--- src/hdl/afd_cfg.svh ---
// Opcode patterns, field codes and clock counts for the arithmetic/flag decoder.
// Assumes inclusion by bare name from design files under hdl/.
`ifndef AFD_CFG_SVH
`define AFD_CFG_SVH

// ----------------------------------------
// Opcodes and patterns
// ----------------------------------------
`define AFD_OPC_AH_TO_FLAGS 8'h9e
`define AFD_OPC_FLAGS_TO_AH 8'h9f
`define AFD_MSK_ALU_RM 8'hc4
`define AFD_PAT_ALU_RM 8'h00
`define AFD_MSK_ALU_ACC 8'hc6
`define AFD_PAT_ALU_ACC 8'h04
`define AFD_MSK_IMM_GRP 8'hfc
`define AFD_PAT_IMM_GRP 8'h80

// ----------------------------------------
// Operation field codes
// ----------------------------------------
`define AFD_FLD_ADD 3'h0
`define AFD_FLD_ADC 3'h2
`define AFD_FLD_SUB_BORROW 3'h3
`define AFD_FLD_SUB 3'h5
`define AFD_MOD_REG 2'h3

// ----------------------------------------
// Bit positions
// ----------------------------------------
`define AFD_BIT_W 0
`define AFD_BIT_D 1
`define AFD_BIT_S 1

// ----------------------------------------
// Clock counts
// ----------------------------------------
`define AFD_CNT_W 5
`define AFD_CLK_FLAGS 5'h02
`define AFD_CLK_RM_REG 5'h02
`define AFD_CLK_MEM 5'h07
`define AFD_CLK_IMM_REG 5'h03
`define AFD_CLK_ACC 5'h03

`endif

--- src/hdl/afd_pkg.sv ---
// Types shared by the arithmetic/flag decoder files.
// Assumes no surroundings beyond the compile order.
package afd_pkg;

    typedef enum logic [2:0] {
        AFD_OP_NONE,
        AFD_OP_ADD,
        AFD_OP_ADC,
        AFD_OP_SUB,
        AFD_OP_DIFFERENCE_WITH_BORROW,
        AFD_OP_AH_TO_FLAGS,
        AFD_OP_FLAGS_TO_AH
    } afd_op_t;

    typedef enum logic [1:0] {
        AFD_FORM_NONE,
        AFD_FORM_REGMEM,
        AFD_FORM_IMM_GRP,
        AFD_FORM_ACC_IMM
    } afd_form_t;

    typedef enum logic {
        AFD_ST_IDLE,
        AFD_ST_EXEC
    } afd_state_t;

endpackage

--- src/hdl/afd_decode.sv ---
// Combinational decode of one arithmetic or flag-copy instruction.
// Assumes all instruction bytes are presented together and held stable.
`timescale 1ns/1ps
`include "afd_cfg.svh"

module afd_decode
    import afd_pkg::*;
(
    input wire logic [7:0] opcode,
    input wire logic [7:0] modrm,
    input wire logic [7:0] imm_lo,
    input wire logic [7:0] imm_hi,
    output afd_op_t op,
    output afd_form_t form,
    output logic is_word,
    output logic dir_to_reg,
    output logic sign_ext,
    output logic [15:0] imm_value,
    output logic [`AFD_CNT_W-1:0] cycles
);

    // ----------------------------------------
    // Helpers
    // ----------------------------------------
    function automatic logic hit(input logic [7:0] opc, input logic [7:0] pat, input logic [7:0] msk);
        return (opc & msk) == pat;
    endfunction

    function automatic afd_op_t kind_of(input logic [2:0] fld);
        afd_op_t k;
        k = AFD_OP_NONE;
        if (fld == `AFD_FLD_ADD)
            k = AFD_OP_ADD;
        else if (fld == `AFD_FLD_ADC)
            k = AFD_OP_ADC;
        else if (fld == `AFD_FLD_SUB)
            k = AFD_OP_SUB;
        else if (fld == `AFD_FLD_SUB_BORROW)
            k = AFD_OP_DIFFERENCE_WITH_BORROW;
        return k;
    endfunction

    // ----------------------------------------
    // Decode
    // ----------------------------------------
    logic reg_operand;
    assign reg_operand = modrm[7:6] == `AFD_MOD_REG;

    always_comb
    begin
        op = AFD_OP_NONE;
        form = AFD_FORM_NONE;
        is_word = 1'b0;
        dir_to_reg = 1'b0;
        sign_ext = 1'b0;
        imm_value = 16'h0000;
        cycles = '0;
        if (opcode == `AFD_OPC_AH_TO_FLAGS)
        begin
            op = AFD_OP_AH_TO_FLAGS;
            cycles = `AFD_CLK_FLAGS;
        end
        else if (opcode == `AFD_OPC_FLAGS_TO_AH)
        begin
            op = AFD_OP_FLAGS_TO_AH;
            cycles = `AFD_CLK_FLAGS;
        end
        else if (hit(opcode, `AFD_PAT_ALU_RM, `AFD_MSK_ALU_RM) && kind_of(opcode[5:3]) != AFD_OP_NONE)
        begin
            // Register/memory form: 2 clocks with registers, 7 with memory
            op = kind_of(opcode[5:3]);
            form = AFD_FORM_REGMEM;
            is_word = opcode[`AFD_BIT_W];
            dir_to_reg = opcode[`AFD_BIT_D];
            cycles = reg_operand ? `AFD_CLK_RM_REG : `AFD_CLK_MEM;
        end
        else if (hit(opcode, `AFD_PAT_ALU_ACC, `AFD_MSK_ALU_ACC) && kind_of(opcode[5:3]) != AFD_OP_NONE)
        begin
            op = kind_of(opcode[5:3]);
            form = AFD_FORM_ACC_IMM;
            is_word = opcode[`AFD_BIT_W];
            imm_value = opcode[`AFD_BIT_W] ? {imm_hi, imm_lo} : {8'h00, imm_lo};
            cycles = `AFD_CLK_ACC;
        end
        else if (hit(opcode, `AFD_PAT_IMM_GRP, `AFD_MSK_IMM_GRP) && kind_of(modrm[5:3]) != AFD_OP_NONE)
        begin
            op = kind_of(modrm[5:3]);
            form = AFD_FORM_IMM_GRP;
            is_word = opcode[`AFD_BIT_W];
            sign_ext = opcode[`AFD_BIT_S] & opcode[`AFD_BIT_W];
            cycles = reg_operand ? `AFD_CLK_IMM_REG : `AFD_CLK_MEM;
            if (sign_ext)
                imm_value = {{8{imm_lo[7]}}, imm_lo};
            else if (opcode[`AFD_BIT_W])
                imm_value = {imm_hi, imm_lo};
            else
                imm_value = {8'h00, imm_lo};
        end
    end

endmodule // afd_decode

--- src/hdl/afd_core.sv ---
// Top of the arithmetic/flag decoder: accepts one instruction, decodes it
// and holds busy for the decoded clock count, then pulses done.
// Assumes instruction bytes synchronous to clk and valid with instr_valid.
//
// Contract
// - Opcode 9E copies AH to flags, 2 clocks
// - Add: rm, group field 000, accumulator forms
// - Subtract: rm, group field 101, accumulator forms
// - Add with carry: rm, field 010, accumulator
// - Subtract with borrow: rm, field 011, accumulator
// - Opcode 9F copies flags to AH, 2 clocks
`timescale 1ns/1ps
`include "afd_cfg.svh"

module afd_core
    import afd_pkg::*;
#(
    parameter int CNT_W = `AFD_CNT_W
)
(
    input wire logic clk,
    input wire logic sys_rst,
    input wire logic instr_valid,
    input wire logic [7:0] opcode,
    input wire logic [7:0] modrm,
    input wire logic [7:0] imm_lo,
    input wire logic [7:0] imm_hi,
    output logic instr_ready,
    output logic busy,
    output logic done,
    output logic reject,
    output afd_op_t op_kind,
    output afd_form_t op_form,
    output logic is_word,
    output logic dir_to_reg,
    output logic sign_ext,
    output logic [15:0] imm_value,
    output logic [CNT_W-1:0] clock_count
);

    // ----------------------------------------
    // Parameter check
    // ----------------------------------------
    generate
        if (CNT_W < 3)
        begin : g_bad_width
            $error("CNT_W too narrow for the longest clock count");
        end
    endgenerate

    // ----------------------------------------
    // State
    // ----------------------------------------
    typedef struct packed {
        afd_state_t state;
        logic [CNT_W-1:0] remain;
        logic ready;
        logic busy;
        logic done;
        logic reject;
        afd_op_t op;
        afd_form_t form;
        logic word;
        logic dir;
        logic sext;
        logic [15:0] imm;
        logic [CNT_W-1:0] cycles;
    } afd_regs_t;

    afd_regs_t cur;
    afd_regs_t next_cur;

    afd_op_t dec_op;
    afd_form_t dec_form;
    logic dec_word;
    logic dec_dir;
    logic dec_sext;
    logic [15:0] dec_imm;
    logic [`AFD_CNT_W-1:0] dec_cycles;
    logic accept;

    afd_decode u_decode (
        .opcode(opcode),
        .modrm(modrm),
        .imm_lo(imm_lo),
        .imm_hi(imm_hi),
        .op(dec_op),
        .form(dec_form),
        .is_word(dec_word),
        .dir_to_reg(dec_dir),
        .sign_ext(dec_sext),
        .imm_value(dec_imm),
        .cycles(dec_cycles)
    );

    assign accept = instr_valid && cur.ready;

    // ----------------------------------------
    // Sequencing
    // ----------------------------------------
    always_comb
    begin
        next_cur = cur;
        next_cur.done = 1'b0;
        next_cur.reject = 1'b0;
        case (cur.state)
            AFD_ST_IDLE:
            begin
                if (accept)
                begin
                    next_cur.op = dec_op;
                    next_cur.form = dec_form;
                    next_cur.word = dec_word;
                    next_cur.dir = dec_dir;
                    next_cur.sext = dec_sext;
                    next_cur.imm = dec_imm;
                    next_cur.cycles = CNT_W'(dec_cycles);
                    if (dec_op == AFD_OP_NONE)
                        next_cur.reject = 1'b1;
                    else
                    begin
                        // Busy stands exactly the decoded clock count
                        next_cur.state = AFD_ST_EXEC;
                        next_cur.ready = 1'b0;
                        next_cur.busy = 1'b1;
                        next_cur.remain = CNT_W'(dec_cycles - 1'b1);
                    end
                end
            end
            AFD_ST_EXEC:
            begin
                if (cur.remain == '0)
                begin
                    next_cur.state = AFD_ST_IDLE;
                    next_cur.busy = 1'b0;
                    next_cur.ready = 1'b1;
                    next_cur.done = 1'b1;
                end
                else
                    next_cur.remain = cur.remain - 1'b1;
            end
            default:
                next_cur.state = AFD_ST_IDLE;
        endcase
    end

    always_ff @(posedge clk or posedge sys_rst)
    begin
        if (sys_rst)
        begin
            cur <= '0;
            cur.state <= AFD_ST_IDLE;
            cur.ready <= 1'b1;
        end
        else
            cur <= next_cur;
    end

    assign instr_ready = cur.ready;
    assign busy = cur.busy;
    assign done = cur.done;
    assign reject = cur.reject;
    assign op_kind = cur.op;
    assign op_form = cur.form;
    assign is_word = cur.word;
    assign dir_to_reg = cur.dir;
    assign sign_ext = cur.sext;
    assign imm_value = cur.imm;
    assign clock_count = cur.cycles;
endmodule // afd_core

--- config.mk ---
export PLATFORM = sky130hd
export DESIGN_NAME = afd_core
export DESIGN_NICKNAME = d
export VERILOG_FILES = /design/src/hdl/afd_pkg.sv /design/src/hdl/afd_decode.sv /design/src/hdl/afd_core.sv
export VERILOG_INCLUDE_DIRS = /design/src /design/src/hdl
export SDC_FILE = /design/constraint.sdc
export NUM_CORES = 1
export LEC_CHECK = 0
export BUFFER_PORTS_ARGS = -buffer_cell sky130_fd_sc_hd__buf_2
export CORE_UTILIZATION = 46
export CTS_CLUSTER_SIZE = 30
export DETAILED_ROUTE_END_ITERATION = 10
export GPL_ROUTABILITY_DRIVEN = 0
export PLACE_DENSITY = 0.75
export SYNTH_ARGS = -nofsm -noshare
export SYNTH_HDL_FRONTEND = slang
export SYNTH_SLANG_ARGS = --single-unit
--- constraint.sdc ---
create_clock -name clk -period 1.8 [get_ports clk]
set_input_delay 0.09 -clock clk [delete_from_list [all_inputs] [get_ports clk]]
set_output_delay 0.09 -clock clk [all_outputs]
set_load 0.005 [all_outputs]
== After elaboration in Yosys (flattened, before gate mapping) ==
Index checks and enable logic that the tools add are counted.

* Bits in registers: 39
* Input port bits: 35
* Logic and storage cells: 111

* Add/subtract/negate cells: 2
* Equality and inequality tests: 15
* Muxes and demuxes: 64
* Bitwise gates (word level): 2
* Reduce and logical (&&, ||, !) cells: 15

{| class="wikitable"
|+ Operator list
! operator !! count
|-
| 16-bit 2-to-1 mux || 7
|-
| 3-bit 2-to-1 mux || 25
|-
| 30-bit 2-to-1 mux || 2
|-
| 5-bit 2-to-1 mux || 6
|-
| 8-bit == test, second input constant || 2
|-
| 1-bit 2-to-1 mux || 16
|-
| 8-bit 2-to-1 mux || 2
|-
| 8-bit case mux with 2 select lines || 1
|-
| 3-bit by 2-bit == test with 1-bit output, second input constant || 4
|-
| 2-bit 2-to-1 mux || 5
|-
| 5-bit by 1-bit subtractor with 5-bit output, second input constant || 2
|-
| 3-bit logical NOT || 3
|-
| 3-bit nonzero test || 3
|-
| 8-bit logical NOT || 1
|-
| 3-bit == test, second input constant || 2
|-
| 6-bit == test, second input constant || 1
|-
| 2-bit inequality test, second input constant || 3
|-
| 3-bit AND reduction || 2
|-
| 5-bit logical NOT || 1
|-
| 4-bit by 2-bit == test with 1-bit output, second input constant || 1
|-
| 1-bit logical AND || 4
|-
| 2-bit == test, second input constant || 1
|-
| 2-bit by 1-bit inequality test with 1-bit output, second input constant || 1
|-
| 2-bit AND reduction || 1
|-
| 2 further kinds || 2
|}

== Longest topological paths before layout ==
* Word-level depth: 29
* Mapped depth: 9

== Hierarchy ==
From an unflattened synthesis, not the netlist that was laid out.

* Cell total of the unflattened synthesis: 243
* Area, all modules: 2397.3 µm²

{| class="wikitable"
|+ By module, submodules not included
! module !! times used !! cells an instance !! area an instance (µm²) !! seq. area each (µm²)
|-
| afd_core || 1 || 149 || 1835.5 || 977.2
|-
| afd_decode || 1 || 94 || 561.8 || 0.0
|}

== Worst setup path before layout ==
No wires, ideal clock.

* Kind: input port to flip-flop
* From: input opcode[5]
* To: register cur[35] in the netlist's numbering
* Library setup time: 90 ps
* Arrival time: 1934 ps
* Data required time: 1710 ps
* Path slack: -224 ps
* Stages on the path: 9
* Path buffers: 1
* Cell sequence: buf_6 > nor4_4 > nand2_1 > o22ai_1 > o21ai_1 > ha_1 > ha_1 > or3_1 > o221ai_1

* Cells in the longest elaborated chain, start to end: 18
* Elaborated cells between the ends (all ways): 38

{| class="wikitable"
|+ Ends and longest elaborated chain
! what !! line !! text
|-
| start: declaration || afd_core.sv:24 || <nowiki>input wire logic [7:0] opcode,</nowiki>
|-
| 3-bit by 2-bit == test with 1-bit output (no source line) || - ||
|-
| 3-bit 2-to-1 mux || afd_decode.sv:38 || <nowiki>else if (fld == `AFD_FLD_SUB_BORROW)</nowiki>
|-
| 3-bit 2-to-1 mux || afd_decode.sv:36 || <nowiki>else if (fld == `AFD_FLD_SUB)</nowiki>
|-
| 3-bit 2-to-1 mux || afd_decode.sv:34 || <nowiki>else if (fld == `AFD_FLD_ADC)</nowiki>
|-
| 3-bit 2-to-1 mux || afd_decode.sv:32 || <nowiki>if (fld == `AFD_FLD_ADD)</nowiki>
|-
| 3-bit 2-to-1 mux || afd_decode.sv:68 || <nowiki>else if (hit(opcode, `AFD_PAT_ALU_RM, `AFD_MSK_ALU_RM) && kind_of(opcode[5:3]) != AFD_OP_NONE)</nowiki>
|-
| 3-bit 2-to-1 mux || afd_decode.sv:63 || <nowiki>else if (opcode == `AFD_OPC_FLAGS_TO_AH)</nowiki>
|-
| 3-bit 2-to-1 mux || afd_decode.sv:58 || <nowiki>if (opcode == `AFD_OPC_AH_TO_FLAGS)</nowiki>
|-
| [... 2 more ...] || - ||
|-
| 5-bit 2-to-1 mux || afd_decode.sv:77 || <nowiki>else if (hit(opcode, `AFD_PAT_ALU_ACC, `AFD_MSK_ALU_ACC) && kind_of(opcode[5:3]) != AFD_OP_NONE)</nowiki>
|-
| 5-bit 2-to-1 mux || afd_decode.sv:68 ||
|-
| 5-bit 2-to-1 mux || afd_decode.sv:63 ||
|-
| 5-bit 2-to-1 mux || afd_decode.sv:58 ||
|-
| 5-bit by 1-bit subtractor with 5-bit output || afd_core.sv:126 || <nowiki>next_cur.remain = CNT_W'(dec_cycles - 1'b1);</nowiki>
|-
| 8-bit 2-to-1 mux || afd_core.sv:118 || <nowiki>if (dec_op == AFD_OP_NONE)</nowiki>
|-
| 8-bit 2-to-1 mux || afd_core.sv:109 || <nowiki>if (accept)</nowiki>
|-
| 8-bit case mux with 2 select lines || afd_core.sv:106 || <nowiki>case (cur.state)</nowiki>
|-
| end signal: assignment || afd_core.sv:156 || <nowiki>cur <= next_cur;</nowiki>
|-
| end: declaration || afd_core.sv:70 || <nowiki>afd_regs_t cur;</nowiki>
|}

Several ways; a longest one is shown, not always the timed one. The select of a mux whose other input is x is not followed.
A chain may end at the register's enable or synchronous reset.

== Worst setup path after layout ==
* From: input opcode[4]
* To: register cur[35] in the netlist's numbering

The elaborated chain is that of the path after synthesis.

==> results.md <==
- Status: finished, violations left
- Failing checks: design-rule violations
- Synthesis-to-finish area growth: 23.45%
- Switching portion of total power: 0.3479
- Mux share of post-synthesis cell area: 0.005161
- First-pass GRT wire length: 8059 um
- Post-detail-place hpwl: 3649 um
- Final Max Slew Viols: 0
- ANT nets after route: 0
- Placed insts: 352
- DR iter-0 viols: 124
- Cell area after synthesis: 2182 um2
- Final instance area: 2694 um2
- Number of synthesized flops with an enable pin: 0
- Seq cells post-synth: 37
- Peak supply drop: 0.3498 mV
- NetSw: 0.8742 mW
- Sequential Power Share: 0.445
- Cell internal pwr: 1.638 mW
- Clock-pin slew on the worst setup and hold paths: 0.07 ns
- Worst-Skew Late Latency: 0.29 ns
- Num CTS Buffers: 5
- Comb pwr share: 0.331
- Final WL: 4808 um
- Vias in the first global route: 1761
- Drt drc: 10
- Critical Path RT: 2.00 ns
- RSZ-0062 raised after global routing: no
- Final Hold Viols: 0
- Post-layout min period: 1.682 ns
- Chip width: 70.88 um
- Mapped Cells: 244
- GRT overflow: 0
- Dominant cells by area after synthesis: dfrtp_1 (41%), buf_4 (8.9%), nand2_1 (8.1%), o21ai_0 (4.4%), nor2_1 (3.3%)
- Clock tree buffer depth: 2
- Hold Worst Slack: 0.03723 ns
- Max-cap viol count: 0
- Drt pass-1 iters: 7
- Post-synth top flop: dfrtp_1
- Most frequent cells after synthesis: nand2_1 (47), dfrtp_1 (36), buf_4 (26), nor2_1 (19), o21ai_0 (19)
- Core Region: 4444 um2
- Port Buffer Count: 62
- Fmax: 594.5 MHz
- Effective utilization at floorplan: 0.4910
- CTS tree: yes
- WL met1: 2152 um
- Critical Path Source Type: primary input
- Post-Synth XOR/XNOR Area: 0.04472
- Post-synth top area share: 0.4128
- Total Routing Usage GR: 0.2062
- CP arrival: 1.89 ns
- Avg Inst Size Synth: 8.943 um2
- ANT cells: 0
- # setup viols final: 0
- Die Area: 5023 um2
- Top routing layer in use: met4
- Register area share after synthesis: 0.4249
- Yosys cell types: 50
- Pin count of the biggest net entering global routing: 38
- Layout Nets: 346
- Clock group share of total power: 0.224
- Largest register FFs: 16
- I/O pin total: 68
- Count leader, synth: nand2_1
- Placed cell areas: 2579 um2
- Synth Area in Compound Gates: 0.1789
- Postcts setup bufs: 0
- Critical path endpoint category: register
- Site Rows: 24
- Synth area leader: dfrtp_1
- Met2 WL: 2316 um
- Hold Crit Class: primary input to register
- Htree depth: 2
- Via-to-Cell Ratio: 5.224
- Main combinational cell family by area after synthesis: simple AND/OR/NAND/NOR gates
- Initial antenna violation count: 0
- Layout cell share with drive strength beyond 1: 0.3883
- Met3 wire length: 259 um
- Cell Pwr Density: 932.7 nW/um2
- WL per Instance: 13.32 um
- Synth Area in Simple Gates: 0.2064
- Clk sinks: 37
- Via Count: 1886
- Worst Skew: 0.004120 ns
- Non-Filler Instances: 361
- Setup Crit Path Kind: primary input to register
- Ys Warns: 0
- Crit-path max FO: 3
- Final worst path period share: 0.9345
- Clock tree root buffer cell: clkbuf_8
- Synthesized-area fraction occupied by adder cells: 0.01720
- Leakage: 1.356 nW
- Die height: 70.88 um
- Ys async rst share: 1.000
[power by group through the flow]
stage | clock network (mW) | logic, mW | registers [mW]
6_report | 0.562 | 0.832 | 1.12
5_1_grt | 0.613 | 0.940 | 1.14
4_1_cts | 0.583 | 0.815 | 1.11
3_5_place_dp | 0 | 0.809 | 1.12
3_3_place_gp | 0 | 0.791 | 1.12
2_1_floorplan | 0 | 0.588 | 1.09
[metrics by stage]
stage / total power, mW / setup WS (ns) / utilization / setup TNS (ns)
after floorplan: 1.679 / -0.02289 / - / -0.02289
after global placement: 1.912 / -0.1433 / 0.5802 / -0.1433
after detailed placement: 1.932 / -0.1631 / 0.5802 / -0.1631
after CTS: 2.505 / 0.1326 / 0.6019 / 0
after global routing: 2.691 / 0.02759 / 0.6061 / 0
final: 2.513 / 0.1179 / 0.6061 / 0
[timing repair]
item / 4_1_cts / 5_1_grt
gates resized for setup: 0 / 3
hold endpoints to repair: 36 / 0
setup endpoints to repair: 0 / 2
hold buffers: 1 / 0
[layout make-up]
class	instances	area (um2)
fillers	397	1750
well taps	52	65.06
clock buffers	5	68.82
clock inverters	3	17.52
repair buffers	91	530.5
flip-flops and latches	37	927.1
inverters	7	26.28
multi-input cells	166	1059
[path summary, 6_finish.rpt]
kind | cells after the start | end | slack, ns | from
setup / recovery | 8 | cur[35] | 0.12 | opcode[4]
hold / removal | 3 | imm_value[9] | 0.04 | imm_hi[1]
setup reg to reg | 4 | cur[35] | 0.15 | instr_ready
hold reg to reg | 2 | imm_value[1] | 0.48 | imm_value[1]
max in group asynchronous | 4 | instr_ready | 1.00 | sys_rst
min in group asynchronous | 4 | cur[36] | 0.45 | sys_rst
[cell usage in the layout (no fill, tap or decap), types with 2 or more instances in the layout]
cell,synthesis,final
buf_4,26,28
conb_1,1,2
nand2b_1,2,2
and3_1,2,2
o21ai_0,19,19
clkinv_2,0,2
inv_1,7,7
or3_4,1,2
a21oi_1,4,4
buf_2,1,62
nand2_1,47,46
xor2_1,3,2
nor3_1,6,5
o21ai_1,10,9
xnor2_4,2,2
o21a_1,2,2
nand3_1,5,5
o221ai_1,3,2
clkbuf_8,0,5
dfrtp_1,36,36
nor2_1,19,19
a22o_1,2,2
ha_1,3,3
a31oi_1,3,3
nand3b_1,2,2
o31ai_1,3,3
[metal layers]
metal | GRT usage | vias to the layer above
met2 | 0.3323 | 67
met4 | 0.09111 | 0
met3 | 0.03846 | 8
met1 | 0.2726 | 872
met5 | 0 | -
li1 | - | 939
[cells by family (layout without fill, tap and decap cells)]
group / after synthesis / after routing
compound gates: 59 / 59
xor+xnor: 6 / 6
fa+ha+maj: 3 / 3
buf+inv: 42 / 106
flops: 37 / 37
mux: 1 / 1
other cells: 1 / 2
simple gates: 95 / 95
[worst max-delay path: stages]
cell and delay, ns:
buf_2 0.12, and2b_4 0.32, xnor2_4 0.13, nand3b_1 0.15, a221o_1 0.34, ha_1 0.28
or3_4 0.33, o221ai_2 0.12
(Power assumes the default switching activity.)
